`config.mk`:
```
export PLATFORM = sky130hd
export DESIGN_NAME = lps_event_select
export DESIGN_NICKNAME = d
export VERILOG_FILES = /design/src/shared/lps_pkg.sv /design/src/lps_event_select.sv
export SDC_FILE = /design/constraint.sdc
export NUM_CORES = 1
export LEC_CHECK = 0
export BUFFER_PORTS_ARGS = -buffer_cell sky130_fd_sc_hd__buf_2
export CAP_MARGIN = 25
export CORE_AREA = 5 5 90 92
export DETAILED_ROUTE_END_ITERATION = 8
export DIE_AREA = 0 0 95 97
export PLACE_DENSITY_LB_ADDON = 0.3
export SKIP_CTS_REPAIR_TIMING = 1
export SLEW_MARGIN = 20
export SYNTH_ARGS = -nofsm -noshare
export SYNTH_HDL_FRONTEND = slang
export SYNTH_SLANG_ARGS = --single-unit
```
`constraint.sdc`:
```
create_clock -name hclk -period 7.6 [get_ports hclk]
set_input_delay 1.52 -clock hclk [delete_from_list [all_inputs] [get_ports hclk]]
set_output_delay 1.52 -clock hclk [all_outputs]
set_load 0.05 [all_outputs]
```
`src/shared/lps_pkg.sv`:
```
/*
 * lps_pkg: constants and carrier types for the link-unit performance event
 * selector: event codes, subevent mask layout, register map and reset values.
 * Assumes a single uncore clock shared by the event sources and the bus.
 */
package lps_pkg;

    // ------------------------------------------------------------------
    // event codes
    // ------------------------------------------------------------------
    localparam logic [7:0] LPS_EV_HALF_LINE_EARLY_SEND = 8'h30;
    localparam logic [7:0] LPS_EV_EGRESS_BYPASS = 8'h40;
    localparam logic [7:0] LPS_EV_EGRESS_ARBITRATION_WINS = 8'h41;
    localparam logic [7:0] LPS_EV_EGRESS_ARBITRATION_LOSSES = 8'h42;
    localparam logic [7:0] LPS_EV_EGRESS_STARVATION_CYCLES = 8'h43;
    localparam logic [7:0] LPS_EV_HOME_TO_LINK_DATA_BYPASS = 8'h53;
    localparam logic [7:0] LPS_EV_HOME_REQUEST_BYPASS = 8'h54;
    localparam logic [7:0] LPS_EV_DATA_RESPONSE_FLITS_OUT = 8'h65;
    localparam logic [7:0] LPS_EV_NONCOHERENT_STANDARD_FLITS_OUT = 8'h67;
    localparam logic [7:0] LPS_EV_NONCOHERENT_BYPASS_FLITS_OUT = 8'h69;
    localparam logic [7:0] LPS_EV_HOME_CREDIT_RETURN_FLITS = 8'h6B;
    localparam logic [7:0] LPS_EV_DATA_PACKETS_IN_FROM_ROUTER = 8'h72;
    localparam logic [7:0] LPS_EV_DATA_PACKETS_IN_FROM_HOME = 8'h73;
    localparam logic [7:0] LPS_EV_HOME_CREDIT_CARRIER_FLITS = 8'h77;
    localparam logic [7:0] LPS_EV_CLASS_CREDIT_MISS_FIRST = 8'h80;
    localparam logic [7:0] LPS_EV_CLASS_CREDIT_MISS_LAST = 8'h85;
    localparam logic [7:0] LPS_EV_SHARED_POOL_EXHAUSTED = 8'h86;
    localparam logic [7:0] LPS_EV_REQUEST_RING_CREDIT_MISS = 8'h87;
    localparam logic [7:0] LPS_EV_ACKNOWLEDGE_RING_CREDIT_MISS = 8'h88;
    localparam logic [7:0] LPS_EV_DATA_RING_CREDIT_MISS = 8'h89;
    localparam logic [7:0] LPS_EV_PROBE_QUEUE_CREDIT_MISS = 8'h8A;

    // ------------------------------------------------------------------
    // widths and field positions
    // ------------------------------------------------------------------
    localparam int LPS_INC_W = 4;          // largest increment is 12
    localparam int LPS_DIRS = 6;           // 3 rings x 2 directions
    localparam int LPS_CLASSES = 6;        // system-bound classes 0x80..0x85
    localparam int LPS_CTRL_CODE_LSB = 0;
    localparam int LPS_CTRL_MASK_LSB = 8;
    localparam int LPS_CTRL_EN_BIT = 16;
    localparam int LPS_STAT_INC_LSB = 0;
    localparam int LPS_STAT_KNOWN_BIT = 8;
    localparam int LPS_STAT_SEEN_BIT = 9;

    // ------------------------------------------------------------------
    // register map (byte addresses) and reset values
    // ------------------------------------------------------------------
    localparam logic [7:0] LPS_ADDR_CTRL = 8'h00;
    localparam logic [7:0] LPS_ADDR_STATUS = 8'h04;
    localparam logic [31:0] LPS_CTRL_RESET = 32'h0000_0000;
    localparam logic [LPS_INC_W-1:0] LPS_INC_RESET = 4'h0;

    // ahb encodings
    localparam logic [1:0] LPS_HTRANS_NONSEQ = 2'h2;
    localparam logic [1:0] LPS_HTRANS_SEQ = 2'h3;
    localparam logic LPS_HRESP_OKAY = 1'b0;

    // ------------------------------------------------------------------
    // per-cycle event inputs from the unit's datapath
    // ------------------------------------------------------------------
    typedef struct packed {
        logic home_data_bypass;                    // data response bypass cycle
        logic home_credit_carrier;                 // credit idle flit in
        logic home_credit_return;                  // credit return flit out
        logic home_request_bypass;                 // coherence request bypass
        logic half_line_send;                      // half line sent early
        logic [LPS_DIRS-1:0] bypass_even;
        logic [LPS_DIRS-1:0] bypass_odd;
        logic [LPS_DIRS-1:0] win_even;
        logic [LPS_DIRS-1:0] win_odd;
        logic [LPS_DIRS-1:0] loss;
        logic [LPS_DIRS-1:0] starved;
        logic data_response_flit_out;
        logic noncoherent_standard_flit_out;
        logic [LPS_INC_W-1:0] noncoherent_bypass_flits_out;  // 0..11
        logic [LPS_CLASSES-1:0] class_credit_miss;  // bit i = code 0x80+i
        logic [1:0] pool_exhausted;                // bit0 router, bit1 home
        logic request_ring_credit_miss;
        logic acknowledge_ring_credit_miss;
        logic data_ring_credit_miss;
        logic probe_queue_credit_miss;
        logic data_packet_in_home;
        logic [LPS_INC_W-1:0] data_packets_in_router;  // 0..9
    } lps_events_t;

    // programmed selection
    typedef struct packed {
        logic enable;
        logic [7:0] mask;
        logic [7:0] code;
    } lps_select_t;

endpackage

```
`src/lps_event_select.sv`:
```
/*
 * lps_event_select: per-cycle event selection for the link unit performance
 * monitor, with an AHB-Lite register slave for the event code and mask.
 * Assumes event inputs come from logic on hclk, and that the attached
 * counter adds the increment output on every hclk edge.
 */
// What this block does
// code 0x53 counts each cycle the home data response bypass is used.
// 0x77 counts credit idle flits in, 0x6B credit returns out, one per cycle.
// code 0x54 counts home coherence request bypass use, one per cycle.
// egress mask bits 13:8 select ring and direction; zero mask counts nothing.
// several enabled subevents add the number occurring in that cycle.
// even and odd egress FIFOs of one direction never win together.
// bypass per direction is the even plus the odd FIFO bypass.
// 0x40 counts egress bypass, 0x43 starvation cycles, both mask qualified.
// 0x41 counts arbitration wins, 0x42 losses, both mask qualified.
// flits out per class at 0x65, 0x67, 0x69; the last up to 11.
// code 0x30 counts half line early sends toward the ring.
// 0x87 counts request ring sends blocked by missing egress credit.
// 0x88 counts acknowledge ring sends blocked by missing egress credit.
// 0x89 counts data ring sends blocked by missing egress credit.
// 0x80 to 0x85 count per class sends lacking class and pool credit.
// 0x8A counts snoops blocked by a missing probe queue credit.
// 0x86 counts pool exhaustion per selected side, adding both sides.
// 0x73 counts data packets from home; flits are nine per packet.
// 0x72 counts data packets from router, up to 9 per cycle.
// increment presented each cycle, zero for an undefined code.
`timescale 1ns/1ns
`default_nettype none

module lps_event_select
    import lps_pkg::*;
(
    // clock and reset
    input wire logic hclk,
    input wire logic hresetn,
    // ahb-lite slave
    input wire logic hsel,
    input wire logic [31:0] haddr,
    input wire logic [1:0] htrans,
    input wire logic hwrite,
    input wire logic [2:0] hsize,
    input wire logic [31:0] hwdata,
    input wire logic hready,
    output logic hreadyout,
    output logic hresp,
    output logic [31:0] hrdata,
    // event sources
    input wire lps_events_t events,
    // counter side
    output logic [LPS_INC_W-1:0] inc_out
);

    // ------------------------------------------------------------------
    // helper functions
    // ------------------------------------------------------------------

    // number of set bits in a six-bit vector selected by the mask
    function automatic logic [LPS_INC_W-1:0] count_sel(
        input logic [LPS_DIRS-1:0] mask,
        input logic [LPS_DIRS-1:0] ev
    );
        logic [LPS_INC_W-1:0] acc;
        acc = '0;
        for (int i = 0; i < LPS_DIRS; i++) begin
            acc = acc + {3'h0, mask[i] & ev[i]};
        end
        return acc;
    endfunction

    // even plus odd per direction, summed over the selected directions
    function automatic logic [LPS_INC_W-1:0] count_pair(
        input logic [LPS_DIRS-1:0] mask,
        input logic [LPS_DIRS-1:0] even,
        input logic [LPS_DIRS-1:0] odd
    );
        return LPS_INC_W'(count_sel(mask, even) + count_sel(mask, odd));
    endfunction

    // widen a single event bit to an increment
    function automatic logic [LPS_INC_W-1:0] one(input logic b);
        return {3'h0, b};
    endfunction

    // ------------------------------------------------------------------
    // bus address phase capture
    // ------------------------------------------------------------------
    logic wr_pend_r;
    logic rd_pend_r;
    logic [7:0] addr_r;
    logic access_ok;

    // a transfer is taken only on a valid address phase while the bus is ready
    assign access_ok = hsel && hready && (htrans == LPS_HTRANS_NONSEQ || htrans == LPS_HTRANS_SEQ);

    always_ff @(posedge hclk or negedge hresetn) begin
        if (!hresetn) begin
            wr_pend_r <= 1'b0;
            rd_pend_r <= 1'b0;
            addr_r <= 8'h00;
        end else begin
            wr_pend_r <= access_ok && hwrite;
            rd_pend_r <= access_ok && !hwrite;
            if (access_ok) begin
                addr_r <= (haddr[31:8] == 24'h00_0000) ? haddr[7:0] : 8'hFF;
            end
        end
    end

    // ------------------------------------------------------------------
    // control register
    // ------------------------------------------------------------------
    lps_select_t sel_r;
    lps_select_t sel_nxt;
    logic seen_clear;

    // writes land in the data phase, when hwdata is valid
    always_comb begin
        sel_nxt = sel_r;
        seen_clear = 1'b0;
        if (wr_pend_r && addr_r == LPS_ADDR_CTRL) begin
            sel_nxt.code = hwdata[LPS_CTRL_CODE_LSB +: 8];
            sel_nxt.mask = hwdata[LPS_CTRL_MASK_LSB +: 8];
            sel_nxt.enable = hwdata[LPS_CTRL_EN_BIT];
        end
        if (wr_pend_r && addr_r == LPS_ADDR_STATUS) begin
            seen_clear = hwdata[LPS_STAT_SEEN_BIT];
        end
    end

    always_ff @(posedge hclk or negedge hresetn) begin
        if (!hresetn) begin
            sel_r <= lps_select_t'(LPS_CTRL_RESET[16:0]);
        end else begin
            sel_r <= sel_nxt;
        end
    end

    // ------------------------------------------------------------------
    // event selection
    // ------------------------------------------------------------------
    logic [LPS_INC_W-1:0] inc_nxt;
    logic known_nxt;
    logic [LPS_DIRS-1:0] dir_mask;

    assign dir_mask = sel_r.mask[LPS_DIRS-1:0];

    // combinational pick of the programmed event; undefined codes give zero
    always_comb begin
        inc_nxt = '0;
        known_nxt = 1'b1;
        unique case (sel_r.code)
            LPS_EV_HOME_TO_LINK_DATA_BYPASS: begin
                inc_nxt = one(events.home_data_bypass);
            end
            LPS_EV_HOME_CREDIT_CARRIER_FLITS: begin
                inc_nxt = one(events.home_credit_carrier);
            end
            LPS_EV_HOME_CREDIT_RETURN_FLITS: begin
                inc_nxt = one(events.home_credit_return);
            end
            LPS_EV_HOME_REQUEST_BYPASS: begin
                inc_nxt = one(events.home_request_bypass);
            end
            LPS_EV_EGRESS_BYPASS: begin
                // each direction adds its even and odd bypass
                inc_nxt = count_pair(dir_mask, events.bypass_even, events.bypass_odd);
            end
            LPS_EV_EGRESS_ARBITRATION_WINS: begin
                // even and odd wins are exclusive, so each direction adds 0 or 1
                inc_nxt = count_pair(dir_mask, events.win_even, events.win_odd);
            end
            LPS_EV_EGRESS_ARBITRATION_LOSSES: begin
                inc_nxt = count_sel(dir_mask, events.loss);
            end
            LPS_EV_EGRESS_STARVATION_CYCLES: begin
                inc_nxt = count_sel(dir_mask, events.starved);
            end
            LPS_EV_DATA_RESPONSE_FLITS_OUT: begin
                inc_nxt = one(events.data_response_flit_out);
            end
            LPS_EV_NONCOHERENT_STANDARD_FLITS_OUT: begin
                inc_nxt = one(events.noncoherent_standard_flit_out);
            end
            LPS_EV_NONCOHERENT_BYPASS_FLITS_OUT: begin
                inc_nxt = events.noncoherent_bypass_flits_out;
            end
            LPS_EV_HALF_LINE_EARLY_SEND: begin
                inc_nxt = one(events.half_line_send);
            end
            LPS_EV_REQUEST_RING_CREDIT_MISS: begin
                inc_nxt = one(events.request_ring_credit_miss);
            end
            LPS_EV_ACKNOWLEDGE_RING_CREDIT_MISS: begin
                inc_nxt = one(events.acknowledge_ring_credit_miss);
            end
            LPS_EV_DATA_RING_CREDIT_MISS: begin
                inc_nxt = one(events.data_ring_credit_miss);
            end
            LPS_EV_PROBE_QUEUE_CREDIT_MISS: begin
                inc_nxt = one(events.probe_queue_credit_miss);
            end
            LPS_EV_SHARED_POOL_EXHAUSTED: begin
                // both sides selected adds both sides that ran dry
                inc_nxt = LPS_INC_W'(one(sel_r.mask[0] & events.pool_exhausted[0])
                    + one(sel_r.mask[1] & events.pool_exhausted[1]));
            end
            LPS_EV_DATA_PACKETS_IN_FROM_HOME: begin
                inc_nxt = one(events.data_packet_in_home);
            end
            LPS_EV_DATA_PACKETS_IN_FROM_ROUTER: begin
                inc_nxt = events.data_packets_in_router;
            end
            default: begin
                // class credit misses occupy a contiguous code range
                if (sel_r.code >= LPS_EV_CLASS_CREDIT_MISS_FIRST && sel_r.code <= LPS_EV_CLASS_CREDIT_MISS_LAST) begin
                    inc_nxt = one(events.class_credit_miss[sel_r.code[2:0]]);
                end else begin
                    known_nxt = 1'b0;
                end
            end
        endcase
        if (!sel_r.enable) begin
            inc_nxt = '0;
        end
    end

    // ------------------------------------------------------------------
    // increment output and status
    // ------------------------------------------------------------------
    logic seen_r;

    // registered so the counter sees a clean value once per clock; costs one
    // cycle of latency between an event and its count
    always_ff @(posedge hclk or negedge hresetn) begin
        if (!hresetn) begin
            inc_out <= LPS_INC_RESET;
        end else begin
            inc_out <= inc_nxt;
        end
    end

    // sticky activity flag; a new event wins over a clear in the same cycle
    always_ff @(posedge hclk or negedge hresetn) begin
        if (!hresetn) begin
            seen_r <= 1'b0;
        end else if (inc_nxt != '0) begin
            seen_r <= 1'b1;
        end else if (seen_clear) begin
            seen_r <= 1'b0;
        end
    end

    // ------------------------------------------------------------------
    // bus data phase
    // ------------------------------------------------------------------
    logic [31:0] rdata_nxt;

    // read data built from the next control value so a write just before
    // a read is already visible; unmapped addresses read zero
    always_comb begin
        rdata_nxt = 32'h0000_0000;
        if (access_ok && !hwrite) begin
            if (haddr[7:0] == LPS_ADDR_CTRL && haddr[31:8] == 24'h00_0000) begin
                rdata_nxt[LPS_CTRL_CODE_LSB +: 8] = sel_nxt.code;
                rdata_nxt[LPS_CTRL_MASK_LSB +: 8] = sel_nxt.mask;
                rdata_nxt[LPS_CTRL_EN_BIT] = sel_nxt.enable;
            end else if (haddr[7:0] == LPS_ADDR_STATUS && haddr[31:8] == 24'h00_0000) begin
                rdata_nxt[LPS_STAT_INC_LSB +: LPS_INC_W] = inc_nxt;
                rdata_nxt[LPS_STAT_KNOWN_BIT] = known_nxt;
                rdata_nxt[LPS_STAT_SEEN_BIT] = seen_r | (inc_nxt != '0);
            end
        end
    end

    always_ff @(posedge hclk or negedge hresetn) begin
        if (!hresetn) begin
            hrdata <= 32'h0000_0000;
        end else if (access_ok && !hwrite) begin
            hrdata <= rdata_nxt;
        end
    end

    // zero wait state, always OKAY
    always_ff @(posedge hclk or negedge hresetn) begin
        if (!hresetn) begin
            hreadyout <= 1'b1;
            hresp <= LPS_HRESP_OKAY;
        end else begin
            hreadyout <= 1'b1;
            hresp <= LPS_HRESP_OKAY;
        end
    end

endmodule // lps_event_select

`default_nettype wire

```
==> results.sh, run 1 <==
export IMPL_status="completed"
export IMPL_vias=3175
export IMPL_cts_max_level=2
export IMPL_cts_sinks=48
export IMPL_antenna_found_initial=0
export IMPL_core_area_sq_um=7140
export IMPL_yosys_cell_count_top_type="dfrtp_1"
export IMPL_yosys_top_cells_area="dfrtp_1, fa_1, buf_4"
export IMPL_rsz0062_at_grt="false"
export IMPL_dpl_worst_slack_ps=1400
export IMPL_die_h_um=97
export IMPL_fin_skew_ps=7.45
export IMPL_min_delay_path_depth=1
export IMPL_fin_nets=662
export IMPL_synth_top_area_cell="dfrtp_1"
export IMPL_clk_pin_slew_ps=90
export IMPL_worstPathArrival_ps=6030
export IMPL_drt_total_wl_um=9640
export IMPL_cp_required_ps=7730
export IMPL_hp_class="flop to flop"
export IMPL_synthArstFlopShare=1.00
export IMPL_dr_pass1_iters=4
export IMPL_r2r_start="dir_mask[0]"
export IMPL_syn_area_sq_um=3570
export IMPL_insertion_delay_ps=300
export IMPL_n_fill_cell=684
export IMPL_worst_path_stages=15
export IMPL_r2r_end="hrdata[9]"
export IMPL_worst_pin_slew_ps=964
export IMPL_post_route_drc_count=0
export IMPL_clockRootBuffer="clkbuf_8"
export IMPL_postLayoutCoreUtil=0.610
export IMPL_die_area_sq_um=9220
export IMPL_synth_common_cells="dfrtp_1, nand2_1, inv_1, nor2_1, fa_1"
export IMPL_layout_drive_gt1_share=0.326
export IMPL_fmax_ghz=0.169
export IMPL_cp_max_fo=2
export IMPL_n_antenna_cell=0
export IMPL_finalCriticalPeriod_ps=5900
export IMPL_drt_iter0_markers=164
export IMPL_crit_family="adder cells"
export IMPL_maxCapViolations=0
export IMPL_worstSetupPathType="input port to flop"
export IMPL_synth_distinct_cells=57
export IMPL_cts_made_buffers=5
export IMPL_area_growth_pct=21.9
export IMPL_cp_common_cell="fa_1"
export IMPL_worst_slack_ps=1700
export IMPL_portBuffers=139
export IMPL_dp_hpwl_um=7680
export IMPL_routedWlPerCell_um=16.3
export IMPL_viasPerCell=5.35
export IMPL_place_gp_congestion=0.862
export IMPL_io_pins=176
export IMPL_drv_slew=0
export IMPL_synth_edf_count=0
export IMPL_power_leakage_nw=2.21
export IMPL_cp_cell_sequence="buf_2 -> and2_1 -> fa_1 -> inv_1 -> fa_1 -> fa_1 -> fa_1 -> inv_1 -> ha_1 -> fa_1 -> mux4_2 -> a222oi_1 -> nor2_1 -> nor3_1 -> a31oi_1"
export IMPL_ys_flop_type="dfrtp_1"
export IMPL_finalSetupViolations=0
export IMPL_ant_nets=0
export IMPL_grtUsageTotal=0.209
export IMPL_cp_start_kind="input port"
export IMPL_ir_drop_uv=148
export IMPL_clockBufferDepth=2
export IMPL_slew_headroom=0.348
export IMPL_min_from="hrdata[4]"
export IMPL_worst_path_largest_cell_delay_ps=540
export IMPL_ys_seq_area_frac=0.336
export IMPL_critPathSlowestCell="fa_1"
export IMPL_synth_top_area_frac=0.336
export IMPL_synth_area_per_cell_sq_um=9.81
export IMPL_critPathCaptureType="flop"
export IMPL_first_global_vias=3282
export IMPL_critPathCapture="hrdata[9]"
export IMPL_power_density_nw_per_um2=122
export IMPL_worst_path_buf_inv=3
export IMPL_grt_start_max_net_pins=49
export IMPL_ff2ff_path_depth=14
export IMPL_finalCritPeriodShare=0.776
export IMPL_setup_worst_path_start="events[41]"
export IMPL_cts_tree="done"
export IMPL_synthCells=364
export IMPL_r2r_slack_ps=2460
export IMPL_hold_viol=0
export IMPL_rows=31
export IMPL_final_setup_tns_ps=0
export IMPL_start_util=0.501
export IMPL_yosysWarnings=0
export IMPL_overflow=0
export IMPL_finalPower_mw=0.531
export IMPL_die_w_um=95
export IMPL_synth_seq_cells=48
export IMPL_grt_pass1_wl_um=15600
cell families after synthesis:
| group | synth area share |
|---|---|
| other cells | 0.00210 |
| fa+ha+maj | 0.151 |
| buf+inv | 0.0900 |
| simple gates | 0.207 |
| flops | 0.336 |
| xor+xnor | 0.00490 |
| mux | 0.0834 |
| compound gates | 0.126 |
metrics by stage:
stage	cell area, sq um	std cells	hold WS [ps]
6_report	4350	593	493
4_1_cts	4350	592	496
2_1_floorplan	3630	379	442
3_5_place_dp	4240	584	476
5_1_grt	4350	593	517
3_3_place_gp	4240	584	465
metal layers:
metal / track usage / vias up / part of all wire
li1: - / 1520 / -
met1: 0.263 / 1520 / 0.40
met2: 0.366 / 125 / 0.50
met3: 0.0434 / 10 / 0.091
met4: 0.0422 / 0 / 0.0096
met5: 0 / - / 0
cell usage in the layout (no fill, tap or decap), types with 2 or more instances in the layout:
master	n
a41oi_1	3
mux2_2	6
nor3b_1	2
a31oi_1	4
nand3b_1	3
nand2_1	32
buf_2	138
dfrtp_1	48
xor2_1	2
nor4_1	8
inv_1	28
mux2_1	12
mux4_2	2
a21boi_0	2
a211oi_1	2
clkbuf_8	5
o21ai_0	4
nor3_1	6
nor2b_1	7
nand4_1	7
or4_1	3
nor2_1	26
buf_4	2
nand3_1	5
and2_1	19
a32o_1	14
fa_1	20
o21ai_1	5
or4_4	2
ha_1	11
a21oi_1	13
o31ai_1	4
mux2i_1	5
nand2b_1	2
conb_1	17
where the power goes:
| part | switching [mW] | internal [mW] | leakage (nW) | total, mW |
|---|---|---|---|---|
| logic | 0.0495 | 0.0343 | 1.53 | 0.0838 |
| registers | 0.00639 | 0.260 | 0.624 | 0.267 |
| clock network | 0.0829 | 0.0977 | 0.0552 | 0.181 |
registers in the layout (all words and copies together), names as in the netlist:
register,flops
addr_r,8
dir_mask,6
hrdata,17
sel_r,11
wr_pend_r,1
inc_out,4
seen_r,1
layout make-up:
| class | instances | area [sq um] | area share |
|---|---|---|---|
| Multi-Input combinational cell | 269 | 2110 | 0.484 |
| Sequential cell | 48 | 1200 | 0.276 |
| Timing Repair Buffer | 141 | 711 | 0.163 |
| Tap cell | 99 | 124 | 0.0284 |
| Inverter | 28 | 105 | 0.0241 |
| Clock buffer | 6 | 72.6 | 0.0167 |
| Clock inverter | 2 | 35.0 | 0.00805 |
worst min-delay path by stage:
stage | to | slack, ps
floorplan | addr_r[1] | 440
global placement | sel_r[14] | 460
detailed placement | sel_r[14] | 480
CTS | hrdata[4] | 500
global route | hrdata[10] | 520
finish | hrdata[4] | 490
Note: power is estimated with default switching activity, not from simulation.
==> run 2: changes to the inputs <==
- ABC_AREA: not set -> 1
- CORE_AREA: 5 5 90 92 -> 5 5 96 98
- DIE_AREA: 0 0 95 97 -> 0 0 101 103
- clock period: 7.6 -> 6.1 ns (I/O delays scaled with it)
==> run 2 against run 1 <==
Compared with the run above:
- largest power group unchanged
- critical endpoint unchanged
- highest routed layer unchanged
- total power is 63% higher
- first-iteration DRC count down 19%
- cell area is 7.5% higher
- wire length increased by 4.6%
- combinational power grew to 3.3 times the previous value
- largest cell class unchanged
- utilization decreased by 5.2 points
- count of clock-buffer cells in the layout fell by 1
==> results.sh, run 2 <==
export IMPL_slew_headroom=0.479
export IMPL_core_area_sq_um=8380
export IMPL_postLayoutCoreUtil=0.559
export IMPL_ys_flop_type="dfrtp_1"
export IMPL_r2r_start="dir_mask[1]"
export IMPL_clkPwrFrac=0.271
export IMPL_cts_tree="done"
export IMPL_finalCriticalPeriod_ps=5000
export IMPL_dr_pass1_iters=4
export IMPL_die_area_sq_um=10400
export IMPL_worstPathArrival_ps=5200
export IMPL_portBuffers=139
export IMPL_p_sw_mw=0.301
export IMPL_yosys_cell_count_top_type="nand2_1"
export IMPL_synth_top_area_cell="dfrtp_1"
export IMPL_r2r_end="hrdata[9]"
export IMPL_status="completed"
export IMPL_post_route_drc_count=0
export IMPL_cts_made_buffers=5
export IMPL_fin_cells=767
export IMPL_clockRootBuffer="clkbuf_8"
export IMPL_overflow=0
export IMPL_fin_nets=827
export IMPL_drt_total_wl_um=10100
export IMPL_min_delay_path_depth=2
export IMPL_cp_start_kind="input port"
export IMPL_dp_hpwl_um=8420
export IMPL_layout_drive_gt1_share=0.297
export IMPL_rsz0062_at_grt="false"
export IMPL_viasPerCell=4.75
export IMPL_yosysWarnings=0
export IMPL_finalSetupViolations=0
export IMPL_routedWlPerCell_um=13.1
export IMPL_die_h_um=103
export IMPL_synth_area_per_cell_sq_um=7.35
export IMPL_vias=3640
export IMPL_final_setup_tns_ps=0
export IMPL_io_pins=176
export IMPL_maxCapViolations=0
export IMPL_yosys_top_cells_area="dfrtp_1, nand2_1, fa_1"
export IMPL_power_density_nw_per_um2=185
export IMPL_grtUsageTotal=0.200
export IMPL_synth_seq_cells=48
export IMPL_fmax_ghz=0.200
export IMPL_die_w_um=101
export IMPL_drv_slew=0
export IMPL_n_antenna_cell=0
export IMPL_antenna_found_initial=0
export IMPL_fin_skew_ps=9.36
export IMPL_start_util=0.458
export IMPL_insertion_delay_ps=310
export IMPL_synth_common_cells="nand2_1, inv_1, dfrtp_1, nor2_1, nand3_1"
export IMPL_switching_share=0.348
export IMPL_critPathCaptureType="flop"
export IMPL_syn_area_sq_um=3840
export IMPL_place_gp_congestion=0.839
export IMPL_ys_seq_area_frac=0.313
export IMPL_placed_cells=759
export IMPL_min_from="hrdata[16]"
export IMPL_grt_start_max_net_pins=49
export IMPL_worst_pin_slew_ps=781
export IMPL_final_cell_mix="buf_2, nand2_1, inv_1"
export IMPL_drt_iter0_markers=133
export IMPL_synth_distinct_cells=32
export IMPL_synthCells=522
export IMPL_synth_edf_count=0
export IMPL_area_growth_pct=22.0
export IMPL_p_int_mw=0.565
export IMPL_finalCritPeriodShare=0.819
export IMPL_cts_sinks=48
export IMPL_cp_required_ps=6300
export IMPL_hold_viol=0
export IMPL_rows=34
export IMPL_reg_top3="hrdata: 17 flops, sel_r: 11 flops, addr_r: 8 flops"
export IMPL_hp_class="flop to flop"
export IMPL_p_comb_frac=0.319
export IMPL_top_register="hrdata"
export IMPL_power_leakage_nw=2.74
export IMPL_grt_pass1_wl_um=16700
export IMPL_largest_reg_flops=17
export IMPL_clk_pin_slew_ps=100
export IMPL_synthArstFlopShare=1.00
export IMPL_first_global_vias=3706
export IMPL_clockBufferDepth=2
export IMPL_hold_end="hrdata[16]"
export IMPL_cts_max_level=2
export IMPL_synth_top_area_frac=0.313
export IMPL_layout_commonest_cell="buf_2"
export IMPL_r2r_slack_ps=1520
export IMPL_seq_power_share=0.410
export IMPL_ir_drop_uv=170
export IMPL_worstSetupPathType="input port to flop"
export IMPL_ff2ff_path_depth=21
export IMPL_cp_max_fo=2
export IMPL_ant_nets=0
[run 2: cell types whose count changed after synthesis, moves of 14 or more]
cell | before | now
nor2_1 | 26 | 46
a32o_1 | 14 | 0
nand2_1 | 32 | 136
o21ai_0 | 4 | 22
inv_1 | 28 | 76
nand3_1 | 5 | 37
and2_1 | 19 | 3
[run 2: per-layer routing]
layer  GRT usage  share of wire  up-vias
li1            -              -     1852
met5           0              0        -
met1       0.256           0.42     1678
met4      0.0225         0.0048        0
met2       0.368           0.51      107
met3      0.0318          0.064        3
[run 2: power by group through the flow]
| stage | clock network [mW] | registers (mW) | logic (mW) |
|---|---|---|---|
| after floorplan | 0 | 0.385 | 0.172 |
| after global placement | 0 | 0.361 | 0.273 |
| after detailed placement | 0 | 0.362 | 0.280 |
| after CTS | 0.238 | 0.356 | 0.281 |
| after global routing | 0.252 | 0.358 | 0.318 |
| final | 0.235 | 0.355 | 0.276 |
[run 2: per-stage QoR]
step                total power, mW  hold WS [ps]  instance area, sq um  setup slack [ps]
global placement              0.634           460                  4560               777
global route                  0.928           511                  4680               851
detailed placement            0.642           461                  4560               763
CTS                           0.875           490                  4680              1090
finish                        0.867           482                  4680              1100
floorplan                     0.558           470                  3890              1100
[run 2: worst max-delay path by stage]
| stage | start | slack (ps) | end |
|---|---|---|---|
| finish | events[41] | 1100 | hrdata[9] |
| global route | events[41] | 850 | hrdata[9] |
| CTS | events[41] | 1090 | hrdata[9] |
| detailed placement | events[41] | 760 | hrdata[9] |
| global placement | events[41] | 780 | hrdata[9] |
| floorplan | events[41] | 1100 | hrdata[9] |
[run 2: layout make-up]
| cell class | instances | area (sq um) |
|---|---|---|
| Sequential cell | 48 | 1200 |
| Tap cell | 108 | 135 |
| Fill cell | 832 | 3700 |
| Timing Repair Buffer | 140 | 706 |
| Multi-Input combinational cell | 377 | 2200 |
| Clock inverter | 3 | 46.3 |
| Inverter | 86 | 323 |
| Clock buffer | 5 | 68.8 |
[run 2: cell families (layout without fill, tap and decap cells)]
family	count (synthesis)	after routing	share of synthesized area
AO/OA/AOI/OAI	53	53	0.0718
XOR/XNOR	2	2	0.00457
adder cells (fa/ha/maj)	31	31	0.140
buffers and inverters	112	234	0.128
flip-flops	48	48	0.313
multiplexers	8	8	0.0232
other	2	17	0.00196
AND/OR/NAND/NOR	266	266	0.317
[run 2: worst max-delay path: stages]
cell and delay, ps:
buf_2 100, nand2_1 50, inv_1 50, fa_1 530, inv_1 50, fa_1 500, fa_1 520, fa_1 550
inv_1 40, ha_1 220, fa_1 380, xor2_1 170, nand3_1 70, o21ai_1 60, nor2_1 100, nand2_1 80
nand2_1 90, nand2_1 60, nor2_1 160, nand3_2 80, nand2_1 70, a21oi_2 50
